--- config.mk ---
export PLATFORM = sky130hd
export DESIGN_NAME = acs_cal_seq
export DESIGN_NICKNAME = d
export VERILOG_FILES = /design/src/rtl/acs_word_timer.v /design/src/rtl/acs_corrector.v /design/src/rtl/acs_cal_seq.v
export VERILOG_INCLUDE_DIRS = /design/src /design/src/rtl
export SDC_FILE = /design/constraint.sdc
export NUM_CORES = 2
export LEC_CHECK = 0
export BUFFER_PORTS_ARGS = -buffer_cell sky130_fd_sc_hd__buf_2
export CAP_MARGIN = 40
export CELL_PAD_IN_SITES_DETAIL_PLACEMENT = 1
export CELL_PAD_IN_SITES_GLOBAL_PLACEMENT = 2
export CORE_ASPECT_RATIO = 1.5
export CORE_MARGIN = 3
export CORE_UTILIZATION = 38
export DETAILED_ROUTE_END_ITERATION = 6
export PLACE_DENSITY = 0.8
export SETUP_SLACK_MARGIN = 0.02
export SLEW_MARGIN = 20
export SYNTH_ARGS = -nofsm -noshare
export SYNTH_HDL_FRONTEND = slang
export SYNTH_SLANG_ARGS = --single-unit
export TNS_END_PERCENT = 100
--- constraint.sdc ---
create_clock -name pclk -period 9.9 [get_ports pclk]
set_input_delay 0.495 -clock pclk [delete_from_list [all_inputs] [get_ports pclk]]
set_output_delay 0.495 -clock pclk [all_outputs]
set_load 0.01 [all_outputs]
--- src/rtl/acs_regs.vh ---
// register map, field positions, codes and timing counts of the
// calibration sequencer; assumes inclusion by bare name from rtl/.
`ifndef ACS_REGS_VH
`define ACS_REGS_VH

// ----------------------------------------------------------------
// register byte offsets
// ----------------------------------------------------------------
`define ACS_OFS_MODE    12'h000
`define ACS_OFS_FILTER  12'h004
`define ACS_OFS_STATUS  12'h008
`define ACS_OFS_OFFS0   12'h00C
`define ACS_OFS_OFFS1   12'h010
`define ACS_OFS_GAIN0   12'h014
`define ACS_OFS_GAIN1   12'h018

// ----------------------------------------------------------------
// field positions
// ----------------------------------------------------------------
`define ACS_MODE_OP_LSB   0
`define ACS_MODE_OP_MSB   2
`define ACS_MODE_RNG_LSB  3
`define ACS_MODE_RNG_MSB  4
`define ACS_MODE_BIP      5
`define ACS_MODE_CHAN     6
`define ACS_FILT_CHOP     0
`define ACS_FILT_AC       1
`define ACS_FILT_DIV_LSB  16
`define ACS_FILT_DIV_MSB  31

// ----------------------------------------------------------------
// operating-mode codes
// ----------------------------------------------------------------
`define ACS_OP_IDLE   3'h0
`define ACS_OP_CONT   3'h1
`define ACS_OP_SINGLE 3'h2
`define ACS_OP_IZS    3'h4
`define ACS_OP_IFS    3'h5
`define ACS_OP_SZS    3'h6

// ----------------------------------------------------------------
// reset values and timing counts (output-word periods per step)
// ----------------------------------------------------------------
`define ACS_RST_COEF_OFFS 24'h800000
`define ACS_RST_COEF_GAIN 24'h800000
`define ACS_RST_DIV       16'h0400
`define ACS_MIDSCALE      24'h800000
`define ACS_STEP_CHOP     6'h16
`define ACS_STEP_NOCHOP   6'h18

`endif

--- src/rtl/acs_word_timer.v ---
// output-word period divider for the calibration sequencer;
// assumes pclk and an asynchronous active-low reset.
`timescale 1ns/1ns

module acs_word_timer (
    pclk,
    presetn,
    start,
    run,
    div,
    tick
);
    input  wire        pclk;
    input  wire        presetn;
    input  wire        start;
    input  wire        run;
    input  wire [15:0] div;
    output reg         tick;

    reg  [15:0] div_r;
    reg  [15:0] cnt_r;

    // ------------------------------------------------------------
    // period latched at start so a later rate change cannot
    // stretch or shrink a running calibration
    // ------------------------------------------------------------
    always @(posedge pclk or negedge presetn) begin
        if (!presetn) begin
            div_r <= 16'h0001;
            cnt_r <= 16'h0000;
            tick  <= 1'b0;
        end else if (start) begin
            div_r <= (div == 16'h0000) ? 16'h0001 : div;
            cnt_r <= 16'h0000;
            tick  <= 1'b0;
        end else if (run) begin
            if (cnt_r + 16'h0001 >= div_r) begin
                cnt_r <= 16'h0000;
                tick  <= 1'b1;
            end else begin
                cnt_r <= cnt_r + 16'h0001;
                tick  <= 1'b0;
            end
        end else begin
            cnt_r <= 16'h0000;
            tick  <= 1'b0;
        end
    end
endmodule // acs_word_timer

--- src/rtl/acs_corrector.v ---
// applies offset and gain coefficients to filter words;
// assumes filter words arrive on pclk with a one-cycle valid.
`timescale 1ns/1ns

`include "acs_regs.vh"

module acs_corrector (
    pclk,
    presetn,
    in_valid,
    in_data,
    enable,
    bipolar,
    offs,
    gain,
    out_valid,
    out_data
);
    input  wire        pclk;
    input  wire        presetn;
    input  wire        in_valid;
    input  wire [23:0] in_data;
    input  wire        enable;
    input  wire        bipolar;
    input  wire [23:0] offs;
    input  wire [23:0] gain;
    output reg         out_valid;
    output reg  [23:0] out_data;

    wire signed [24:0] diff;
    wire signed [49:0] prod;
    wire        [23:0] scaled;

    // offset removed first, then scaled; gain 800000 is unity
    assign diff   = $signed({1'b0, in_data}) - $signed({1'b0, offs});
    assign prod   = diff * $signed({1'b0, gain});
    assign scaled = prod[46:23];

    // ------------------------------------------------------------
    // bipolar: zero input lands on midscale
    // ------------------------------------------------------------
    always @(posedge pclk or negedge presetn) begin
        if (!presetn) begin
            out_valid <= 1'b0;
            out_data  <= 24'h000000;
        end else begin
            out_valid <= in_valid & enable;
            if (in_valid & enable) begin
                out_data <= bipolar ? scaled + `ACS_MIDSCALE
                                    : scaled;
            end
        end
    end
endmodule // acs_corrector

--- src/rtl/acs_cal_seq.v ---
// calibration sequencer of a bridge-transducer sigma-delta converter:
// mode register, calibration timing, coefficient store, ready line.
// assumes an APB master on pclk and a filter that delivers words
// on pclk; analogue switches are driven from the control outputs.
//
// Behaviour
// - code 100 starts internal zero-scale calibration
// - internal zero-scale shorts the input pair
// - gain follows range bits during calibration
// - internal calibrations force dc excitation
// - zero-scale lasts 22 or 24 word periods
// - mode code returns to idle when done
// - ready high during calibration, low after
// - zero-scale updates offset only, no result
// - ready may lag one modulator cycle
// - bipolar zero reads as midscale 800000
// - code 101 starts internal full-scale calibration
// - full-scale voltage derived from reference
// - full-scale runs two steps, rewrites offset
// - full-scale lasts 44 or 48 periods
// - code 110 starts system zero-scale calibration
// - system zero-scale excitation follows ac bit
// - bipolar system zero maps to midpoint
// - coefficients 24-bit per channel, host access
// - offset subtracted before gain multiply
`timescale 1ns/1ns

`include "acs_regs.vh"

module acs_cal_seq (
    pclk,
    presetn,
    psel,
    penable,
    pwrite,
    paddr,
    pwdata,
    prdata,
    pready,
    pslverr,
    filt_valid,
    filt_data,
    ready_n,
    input_short,
    fs_ref_sel,
    pga_range,
    ac_excite,
    corr_valid,
    corr_data
);
    input  wire        pclk;
    input  wire        presetn;
    input  wire        psel;
    input  wire        penable;
    input  wire        pwrite;
    input  wire [11:0] paddr;
    input  wire [31:0] pwdata;
    output reg  [31:0] prdata;
    output reg         pready;
    output reg         pslverr;
    input  wire        filt_valid;
    input  wire [23:0] filt_data;
    output reg         ready_n;
    output reg         input_short;
    output reg         fs_ref_sel;
    output reg  [1:0]  pga_range;
    output reg         ac_excite;
    output wire        corr_valid;
    output wire [23:0] corr_data;

    // ------------------------------------------------------------
    // state codes
    // ------------------------------------------------------------
    localparam [1:0] ST_IDLE = 2'h0;
    localparam [1:0] ST_ZERO = 2'h1;
    localparam [1:0] ST_FULL = 2'h2;

    // address decode, shared by read and write paths
    function mapped;
        input [11:0] a;
        begin
            mapped = (a == `ACS_OFS_MODE)  || (a == `ACS_OFS_FILTER) ||
                     (a == `ACS_OFS_STATUS)|| (a == `ACS_OFS_OFFS0)  ||
                     (a == `ACS_OFS_OFFS1) || (a == `ACS_OFS_GAIN0)  ||
                     (a == `ACS_OFS_GAIN1);
        end
    endfunction

    // calibration command decode
    function is_cal;
        input [2:0] op;
        begin
            is_cal = (op == `ACS_OP_IZS) || (op == `ACS_OP_IFS) ||
                     (op == `ACS_OP_SZS);
        end
    endfunction

    reg  [2:0]  op_code_r;
    reg  [1:0]  range_r;
    reg         bipolar_r;
    reg         chan_r;
    reg         chop_enable_r;
    reg         ac_excitation_enable_r;
    reg  [15:0] word_div_r;
    reg  [23:0] offs_r [0:1];
    reg  [23:0] gain_r [0:1];
    reg  [1:0]  state_r;
    reg  [1:0]  state_nxt;
    reg  [5:0]  step_len_r;
    reg  [5:0]  tick_cnt_r;
    reg         two_step_r;
    reg         cal_chan_r;
    reg  [23:0] sample_r;
    reg         sample_ok_r;

    wire        wr_en;
    wire        rd_en;
    wire        mode_wr;
    wire        cal_start;
    wire        word_tick;
    wire        step_done;
    wire        conv_on;
    wire [31:0] status_w;

    // ------------------------------------------------------------
    // APB handshake
    // ------------------------------------------------------------
    // one wait state so read data can come from a flop
    assign wr_en   = psel & penable & pready & pwrite;
    assign rd_en   = psel & penable & ~pready & ~pwrite;
    assign mode_wr = wr_en & (paddr == `ACS_OFS_MODE);
    assign cal_start = mode_wr &
                       is_cal(pwdata[`ACS_MODE_OP_MSB:`ACS_MODE_OP_LSB]);

    // pready and error flag
    always @(posedge pclk or negedge presetn) begin
        if (!presetn) begin
            pready  <= 1'b0;
            pslverr <= 1'b0;
        end else begin
            pready  <= psel & penable & ~pready;
            pslverr <= psel & penable & ~pready & ~mapped(paddr);
        end
    end

    assign status_w = {26'h0, cal_chan_r, two_step_r, state_r,
                       chop_enable_r, ready_n};

    // read data captured in the wait cycle
    always @(posedge pclk or negedge presetn) begin
        if (!presetn) begin
            prdata <= 32'h00000000;
        end else if (rd_en) begin
            case (paddr)
                `ACS_OFS_MODE: begin
                    prdata <= {25'h0, chan_r, bipolar_r, range_r,
                               op_code_r};
                end
                `ACS_OFS_FILTER: begin
                    prdata <= {word_div_r, 14'h0,
                               ac_excitation_enable_r, chop_enable_r};
                end
                `ACS_OFS_STATUS: prdata <= status_w;
                `ACS_OFS_OFFS0:  prdata <= {8'h00, offs_r[0]};
                `ACS_OFS_OFFS1:  prdata <= {8'h00, offs_r[1]};
                `ACS_OFS_GAIN0:  prdata <= {8'h00, gain_r[0]};
                `ACS_OFS_GAIN1:  prdata <= {8'h00, gain_r[1]};
                default:         prdata <= 32'h00000000;
            endcase
        end else if (pready) begin
            prdata <= 32'h00000000;
        end
    end

    // ------------------------------------------------------------
    // mode and filter configuration
    // ------------------------------------------------------------
    // a host write wins over the end-of-calibration clear, so a
    // command issued in the finishing cycle is never lost
    always @(posedge pclk or negedge presetn) begin
        if (!presetn) begin
            op_code_r <= `ACS_OP_IDLE;
            range_r   <= 2'h0;
            bipolar_r <= 1'b0;
            chan_r    <= 1'b0;
        end else if (mode_wr) begin
            op_code_r <= pwdata[`ACS_MODE_OP_MSB:`ACS_MODE_OP_LSB];
            range_r   <= pwdata[`ACS_MODE_RNG_MSB:`ACS_MODE_RNG_LSB];
            bipolar_r <= pwdata[`ACS_MODE_BIP];
            chan_r    <= pwdata[`ACS_MODE_CHAN];
        end else if (state_r != ST_IDLE && state_nxt == ST_IDLE) begin
            op_code_r <= `ACS_OP_IDLE;
        end
    end

    // filter register
    always @(posedge pclk or negedge presetn) begin
        if (!presetn) begin
            chop_enable_r          <= 1'b1;
            ac_excitation_enable_r <= 1'b0;
            word_div_r             <= `ACS_RST_DIV;
        end else if (wr_en && paddr == `ACS_OFS_FILTER) begin
            chop_enable_r          <= pwdata[`ACS_FILT_CHOP];
            ac_excitation_enable_r <= pwdata[`ACS_FILT_AC];
            word_div_r <= pwdata[`ACS_FILT_DIV_MSB:`ACS_FILT_DIV_LSB];
        end
    end

    // ------------------------------------------------------------
    // word period timer
    // ------------------------------------------------------------
    acs_word_timer u_timer (
        .pclk    (pclk),
        .presetn (presetn),
        .start   (cal_start),
        .run     (state_r != ST_IDLE),
        .div     (word_div_r),
        .tick    (word_tick)
    );

    assign step_done = word_tick && (tick_cnt_r + 6'h01 == step_len_r);

    // ------------------------------------------------------------
    // sequencer next state
    // ------------------------------------------------------------
    always @* begin
        state_nxt = state_r;
        case (state_r)
            ST_IDLE: begin
                if (cal_start) begin
                    state_nxt = ST_ZERO;
                end
            end
            ST_ZERO: begin
                if (cal_start) begin
                    state_nxt = ST_ZERO;
                end else if (step_done) begin
                    state_nxt = two_step_r ? ST_FULL : ST_IDLE;
                end
            end
            ST_FULL: begin
                if (cal_start) begin
                    state_nxt = ST_ZERO;
                end else if (step_done) begin
                    state_nxt = ST_IDLE;
                end
            end
            default: state_nxt = ST_IDLE;
        endcase
    end

    // state, step length and period count
    always @(posedge pclk or negedge presetn) begin
        if (!presetn) begin
            state_r    <= ST_IDLE;
            step_len_r <= `ACS_STEP_CHOP;
            tick_cnt_r <= 6'h00;
            two_step_r <= 1'b0;
            cal_chan_r <= 1'b0;
        end else begin
            state_r <= state_nxt;
            if (cal_start) begin
                // 22/24 per step; two steps give 44/48
                step_len_r <= chop_enable_r ? `ACS_STEP_CHOP
                                            : `ACS_STEP_NOCHOP;
                tick_cnt_r <= 6'h00;
                two_step_r <= (pwdata[`ACS_MODE_OP_MSB:`ACS_MODE_OP_LSB]
                               == `ACS_OP_IFS);
                cal_chan_r <= pwdata[`ACS_MODE_CHAN];
            end else if (step_done) begin
                tick_cnt_r <= 6'h00;
            end else if (word_tick) begin
                tick_cnt_r <= tick_cnt_r + 6'h01;
            end
        end
    end

    // ------------------------------------------------------------
    // calibration sample capture
    // ------------------------------------------------------------
    // the last filter word of a step is the calibration point
    always @(posedge pclk or negedge presetn) begin
        if (!presetn) begin
            sample_r    <= 24'h000000;
            sample_ok_r <= 1'b0;
        end else if (cal_start || step_done) begin
            sample_ok_r <= 1'b0;
        end else if (filt_valid && state_r != ST_IDLE) begin
            sample_r    <= filt_data;
            sample_ok_r <= 1'b1;
        end
    end

    // ------------------------------------------------------------
    // coefficient store
    // ------------------------------------------------------------
    // a step with no filter word keeps the old coefficient
    always @(posedge pclk or negedge presetn) begin
        if (!presetn) begin
            offs_r[0] <= `ACS_RST_COEF_OFFS;
            offs_r[1] <= `ACS_RST_COEF_OFFS;
            gain_r[0] <= `ACS_RST_COEF_GAIN;
            gain_r[1] <= `ACS_RST_COEF_GAIN;
        end else if (step_done && sample_ok_r && !cal_start) begin
            if (state_r == ST_ZERO) begin
                offs_r[cal_chan_r] <= sample_r;
            end else begin
                gain_r[cal_chan_r] <= sample_r;
            end
        end else if (wr_en) begin
            case (paddr)
                `ACS_OFS_OFFS0: offs_r[0] <= pwdata[23:0];
                `ACS_OFS_OFFS1: offs_r[1] <= pwdata[23:0];
                `ACS_OFS_GAIN0: gain_r[0] <= pwdata[23:0];
                `ACS_OFS_GAIN1: gain_r[1] <= pwdata[23:0];
                default: begin
                end
            endcase
        end
    end

    // ------------------------------------------------------------
    // ready line and analogue front-end controls
    // ------------------------------------------------------------
    // ready rises the cycle after the command, well inside one
    // modulator cycle, and falls as the last step ends
    always @(posedge pclk or negedge presetn) begin
        if (!presetn) begin
            ready_n     <= 1'b0;
            input_short <= 1'b0;
            fs_ref_sel  <= 1'b0;
            pga_range   <= 2'h0;
            ac_excite   <= 1'b0;
        end else begin
            ready_n   <= (state_nxt != ST_IDLE);
            // a mode write lands now; take its range so the first
            // calibration cycle never shows the previous gain
            pga_range <= mode_wr ?
                         pwdata[`ACS_MODE_RNG_MSB:`ACS_MODE_RNG_LSB]
                         : range_r;
            if (state_nxt == ST_IDLE) begin
                input_short <= 1'b0;
                fs_ref_sel  <= 1'b0;
                ac_excite   <= ac_excitation_enable_r;
            end else if (op_code_nxt_sys(cal_start, pwdata, op_code_r))
            begin
                input_short <= 1'b0;
                fs_ref_sel  <= 1'b0;
                ac_excite   <= ac_excitation_enable_r;
            end else begin
                // internal: shorted pair for zero, reference for full
                input_short <= (state_nxt == ST_ZERO);
                fs_ref_sel  <= (state_nxt == ST_FULL);
                ac_excite   <= 1'b0;
            end
        end
    end

    // picks the code a starting command writes, else the current code, and tests for system zero
    function op_code_nxt_sys;
        input        start;
        input [31:0] wd;
        input [2:0]  cur;
        begin
            op_code_nxt_sys = start ?
                (wd[`ACS_MODE_OP_MSB:`ACS_MODE_OP_LSB] == `ACS_OP_SZS)
                : (cur == `ACS_OP_SZS);
        end
    endfunction

    // ------------------------------------------------------------
    // conversion datapath
    // ------------------------------------------------------------
    // results only while converting, never from a calibration
    assign conv_on = (state_r == ST_IDLE) &&
                     (op_code_r == `ACS_OP_CONT ||
                      op_code_r == `ACS_OP_SINGLE);

    acs_corrector u_corr (
        .pclk      (pclk),
        .presetn   (presetn),
        .in_valid  (filt_valid),
        .in_data   (filt_data),
        .enable    (conv_on),
        .bipolar   (bipolar_r),
        .offs      (offs_r[chan_r]),
        .gain      (gain_r[chan_r]),
        .out_valid (corr_valid),
        .out_data  (corr_data)
    );
endmodule // acs_cal_seq

# Yosys cells after proc, flatten, opt, wreduce, memory -nomap -nowiden
# Cells that the tools add are included.
dict set report op_classes {
  n_bitwise 15
  addsub 4
  order_cmp 4
  n_mul 1
  eq_ne 19
  muxes 54
  n_reduce_logical 39
}
# op count
set op_table {}
lappend op_table {{$mux 24} 12}
lappend op_table {{$mux 48} 6}
lappend op_table {{$pmux 32 s7} 1}
lappend op_table {{$bwmux 48} 2}
lappend op_table {{$mux 16} 4}
lappend op_table {{$mux 32} 2}
lappend op_table {{$mul 25x25->47} 1}
lappend op_table {{$eq 12x5->1 const B} 3}
lappend op_table {{$sub 24x24->25} 1}
lappend op_table {{$add 24x24->24 const B} 1}
lappend op_table {{$demux 24 s1} 1}
lappend op_table {{$eq 12x4->1 const B} 2}
lappend op_table {{$reduce_bool 2->1} 10}
lappend op_table {{$mux 6} 3}
lappend op_table {{$add 16x1->16 const B} 1}
lappend op_table {{$ge 16x16->1} 1}
lappend op_table {{$logic_not 16->1} 1}
lappend op_table {{$mux 2} 7}
lappend op_table {{$eq 12x3->1 const B} 1}
lappend op_table {{$eq 3x3->1 const B} 4}
lappend op_table {{$logic_not 12->1} 1}
lappend op_table {{$mux 1} 12}
lappend op_table {{$reduce_and 3->1} 4}
lappend op_table {{$logic_or 1x1->1} 10}
lappend op_table {{other kinds (21)} 45}
dict set report totals {
  elab_cells 166
  input_bits 74
  output_inout_bits 65
  regBits 258
}

# Depth between registers and ports, before layout
dict set report depth {
  ltp_word 11
  mapped_depth 43
  depth_no_buf 37
}

# Modules after synthesis
# Synthesis repeated with hierarchy kept, for this count alone.
dict set report unflattened {
  cells_unflattened 3541
  area_unflattened_um2 34594.4
}
# module cells_per_inst seq_area_each_um2 area_each_um2 instances
set by_module_without_submodules {}
lappend by_module_without_submodules {acs_corrector 2530 625.6 23002.1 1}
lappend by_module_without_submodules {acs_cal_seq 821 4913.5 9738.1 1}
lappend by_module_without_submodules {acs_word_timer 190 827.0 1854.3 1}

# Least setup slack after synthesis
# OpenSTA, ideal clock, no wires.
dict set report synth_timing {
  kind {register -> register}
  startpoint {reg chan_r}
  endpoint {reg u_corr.out_data[22]}
  path_buffers 6
  setup_ns 0.133
  required_time_ns 9.767
  slack_ns -0.979
  period_less_slack_ns 10.879
  stages_incl_launch_ff 40
  arrival_ns 10.746
  path_cell_list {dfrtp_1 buf_2 buf_1 clkbuf_1 buf_1 buf_1 mux2i_1 ha_1 a21oi_1 o21ai_1 a221oi_1 o2111a_1 o211ai_1 a211oi_1 nor2_1 nor2_1 xnor2_1 clkbuf_1 [4 not listed] inv_1 fa_1 fa_1 fa_1 inv_1 fa_1 inv_1 fa_1 inv_1 ha_1 a2111oi_1 a41oi_1 o41ai_4 o21ai_2 o22ai_2 nor2_1 a2111oi_1 o31ai_1}
}
dict set report synth_via {
  elab_chain_cells 8
  word_cells_on_any_way 11
  cone_classes {add/sub (2); mul (1); mux (7); bitwise (1)}
}
# item line_no
set synth_lines {}
lappend synth_lines {{from (decl)} acs_cal_seq.v:101} ;# reg chan_r;
lappend synth_lines {{from (signal assigned)} acs_cal_seq.v:190} ;# chan_r <= pwdata[`ACS_MODE_CHAN];
lappend synth_lines {{$not 1->2 (not written as such) *} {acs_cal_seq.v:386, acs_cal_seq.v:387}}
lappend synth_lines {{$mux 24 (not written as such) (3 in series)} acs_cal_seq.v:386} ;# .offs (offs_r[chan_r]),
lappend synth_lines {{$sub 24x24->25} acs_corrector.v:35} ;# assign diff = $signed({1'b0, in_data}) - $signed({1'b0, offs});
lappend synth_lines {{$mul 25x25->47 *} acs_corrector.v:36} ;# assign prod = diff * $signed({1'b0, gain});
lappend synth_lines {{$add 24x24->24 (no line)} n/a}
lappend synth_lines {{$mux 24 *} acs_corrector.v:49} ;# out_data <= bipolar ? scaled + `ACS_MIDSCALE
lappend synth_lines {{to (signal assigned)} acs_corrector.v:49}
lappend synth_lines {{to (decl)} acs_corrector.v:28} ;# output reg [23:0] out_data;
# Mark *: on every way between the ends. The rest lies on a longest branch, timed or not. The select of a mux whose other input is x is not followed.
# A chain may end at the register's enable or synchronous reset.

# Worst setup path in the final report
dict set report layout_timing {
  startpoint {reg chan_r}
  endpoint {reg u_corr.out_data[23]}
}
# The elaborated chain is that of the path after synthesis.

==> run_results.csv <==
group,metric,value,unit
pwr,p_leak,0.0195,µW
placement,io_buffers,138,
die,initial_utilization,38.5,%
timing,setup_ws,0.356,ns
global_route,grt.total_usage,25.4,%
timing,setup_viol,0,
yosys,synth_edf_count,0,
setup_path,reg2reg_to,"u_corr.out_data[23]",
setup_path,rr_startpoint,"chan_r",
finish,multiInputGateArea,24300,µm²
setup_path,cp.depth,36,
placement,hpwl,91.2,mm
pwr,power_density,70.3,nW/µm²
timing,slew-limit-headroom,41.6,%
timing,post-route-min-period,9.54,ns
yosys,synth_cell_types,79,
die,core,86700,µm²
run,drv_cap,0,
yosys,syn_area,33300,µm²
finish,layout.nets,4616,
setup_path,crit_start,"chan_r",
clock_network,insertion_delay,0.63,ns
timing,worstMarginPinSlew,0.859,ns
yosys,synth-simple-area-share,12.1,%
drt,wl_per_cell,23.0,µm
setup_path,crit_family,"adder cells",
drt,wirelength,113,mm
global_route,grt_overflow_total,0,
setup_path,crit_type,"reg -> reg",
timing,clock_skew,0.0506,ns
setup_path,startpoint_type,"flip-flop",
setup_path,critPathCaptureType,"flip-flop",
drt,postRouteAntennaNets,0,
setup_path,cp_slowest_stage_delay,0.60,ns
yosys,ys_seq_area_share,19.1,%
setup_path,worstPathArrival,10.08,ns
pwr,ir_drop,0.138,mV
setup_path,ff2ff_path_depth,36,
yosys,synth_top_family_by_area,"adder cells",
clock_network,cts_sinks,254,
timing,clock.fmax,0.105,GHz
finish,design_area,38300,µm²
placement,placed_area,36400,µm²
yosys,async_reset_ff_share,100,%
setup_path,worstPathRequired,10.44,ns
yosys,synthTopCellsByArea,"fa_1 (36%), dfrtp_1 (18%), inv_1 (7.8%), ha_1 (6.6%), nor2_1 (5.0%)",
global_route,grt_pass1_vias,29502,
setup_path,cp_common_cell,"fa_1",
placement,pre_cts_slack,-0.207,ns
timing,hold_violations,0,
global_route,grt_start_max_net_pins,91,
drt,drtPass1Iterations,5,
timing,slew_viol_final,0,
die,io_pins,139,
setup_path,endpoint,"u_corr.out_data[23]",
setup_path,crit_slowest_cell,"fa_1",
setup_path,path_max_fanout,7,
yosys,synth_compound_area_share,8.63,%
die,die_h,369,µm
clock_network,clk_pin_slew_worst_paths,0.06,ns
finish,seq_area,6370,µm²
clock_network,root_buffer,"clkbuf_16",
clock_network,numCtsBuffers,30,
drt,viasPerCell,5.25,
finish,nFillCells,9980,
yosys,synth_ff_type,"dfrtp_1",
finish,drive_gt1_share,15.9,%
clock_network,htreeDepth,1,
global_route,antenna_found_initial,3,
drt,dr.first_iter.drc_count,1205,
setup_path,path_buf_inv,7,
setup_path,reg2reg_slack,0.36,ns
global_route,grt_pass1_wl,177,mm
yosys,ys_warn_count,0,
placement,gp_congestion,0.886,
drt,drc,0,
clock_network,clockBufferDepth,3,
yosys,syn-instance-count,3532,
yosys,synth.avg_cell_area,9.44,µm²
yosys,yosysTopAreaCellShare,36.4,%
yosys,syn-num-nets,4390,
yosys,yosys_register_bits,254,
timing,period_share,96.4,%
die,rows,132,
pwr,power.total,2690,µW
status,status,"finished clean",
clock_network,cts_tree,"yes",
worst_hold_path,hp-class,"in -> reg",
drt,vias,25846,
timing,rsz0062_at_grt,"yes",
yosys,synthXorXnorAreaFrac,2.80,%
yosys,muxShareOfSynthArea,4.51,%
yosys,synthAdderAreaFrac,43.1,%
die,die_x,248,µm
yosys,yosys.area.top_type,"fa_1",
die,dieArea,91400,µm²
finish,syn_to_final_growth,14.9,%
==> stage by stage <==
step	setup TNS, ns	hold slack (ns)	std cells	utilization (%)
after global placement	-0.0743	0.456	4821	41.8
after detailed placement	-1.03	0.466	4832	41.9
final	0	0.107	4924	44.2
after floorplan	0	0.199	3532	-
after global routing	-0.484	0.0955	4923	44.2
after CTS	0	0.0777	4894	43.4
==> logic make-up (layout without fill, tap and decap cells) <==
group	Yosys count	in the layout
adder cells (fa/ha/maj)	784	784
XOR/XNOR	104	104
AND/OR/NAND/NOR	973	973
flip-flops	254	254
other	0	4
buffers and inverters	841	1090
AO/OA/AOI/OAI	436	436
multiplexers	140	140
==> state kept, by name, indices dropped and copies added, names as in the netlist, 2 cells and up <==
signal           flops
u_corr.out_data     24
prdata              32
u_timer.div_r       16
word_div_r          16
offs_r              48
step_len_r           2
pga_range            2
gain_r              48
u_timer.cnt_r       16
op_code_r            3
tick_cnt_r           6
state_r              2
sample_r            24
==> cell type report <==
class	count	share of cell area (%)
multi-input combinational	2437	63.4
sequential	254	16.6
inverter	693	6.79
timing repair buffer	342	6.55
tap	1139	3.72
clock buffer	42	2.26
clock inverter	13	0.650
antenna	4	0.0261
==> report_power, final <==
| part | internal [µW] | leakage, µW | switching [µW] | total, µW |
|---|---|---|---|---|
| Sequential | 1040 | 0.00342 | 0.774 | 1040 |
| Clock | 767 | 0.000539 | 499 | 1270 |
| Combinational | 125 | 0.0156 | 262 | 387 |
==> routing by layer <==
| layer | global-route usage (%) | part of all wire, % | vias up |
|---|---|---|---|
| met1 | 30.2 | 38 | 13663 |
| li1 | - | - | 11341 |
| met5 | 0 | 0 | - |
| met2 | 46.5 | 52 | 612 |
| met4 | 10.0 | 4.9 | 0 |
| met3 | 2.81 | 4.3 | 230 |
==> worst min path at each step <==
stage / start / endpoint / cells after the start
floorplan: presetn / ac_excitation_enable_r / 0
global placement: prdata[17] / prdata[17] / 1
detailed placement: prdata[8] / prdata[8] / 2
CTS: pwdata[30] / word_div_r[14] / 2
global route: pwdata[30] / word_div_r[14] / 2
finish: pwdata[25] / word_div_r[9] / 2
==> cells in the final DEF, fill, tap and decap left out, types with 8 or more instances in the layout <==
cell and instances:
inv_1 691, fa_1 598, nor2_1 433, nand2_1 380, dfrtp_1 245, buf_4 173, ha_1 166, buf_2 137
a21oi_1 127, o21ai_0 86, mux2_2 81, xnor2_1 62, a22oi_1 49, mux2i_1 43, a21o_1 36, xor2_1 33
clkbuf_16 30, nor2b_1 24, nand3_1 22, a21oi_2 18, and2_1 17, and3_1 16, nand2b_1 16, a22o_1 14
buf_6 14, a221oi_1 13, mux2i_2 11, a222oi_1 11, nor3_1 9, nand4_1 9, fa_2 9, o21ai_1 8
dfstp_2 8, buf_12 8
==> Yosys cell counts (6+ instances only) <==
library cell  instances
a21o_1               36
a21oi_1             136
a21oi_2              11
a221oi_1             15
a222oi_1             11
a22o_1               14
a22oi_1              49
and2_1               18
and3_1               16
buf_1                11
buf_2                25
buf_6                 7
clkbuf_1            101
dfrtp_1             246
dfstp_2               8
fa_1                607
ha_1                177
inv_1               693
mux2_2               81
mux2i_1              58
nand2_1             382
nand2b_1             16
nand3_1              24
nand4_1               9
nor2_1              441
nor2b_1              24
nor3_1               11
o21a_1                6
o21ai_0              91
o21bai_1              9
o31ai_1               6
xnor2_1              68
xor2_1               34
==> repair_timing <==
item                                    in CTS  in global routing
hold endpoints to repair                    82                  0
gates cloned                                 0                  0
hold buffers                                 1                  0
setup buffers                                6                 23
gates resized for setup                     15                 95
pin swaps                                   10                 63
endpoints found under the setup margin      13                 21
Note: power is estimated with default switching activity, not from simulation.
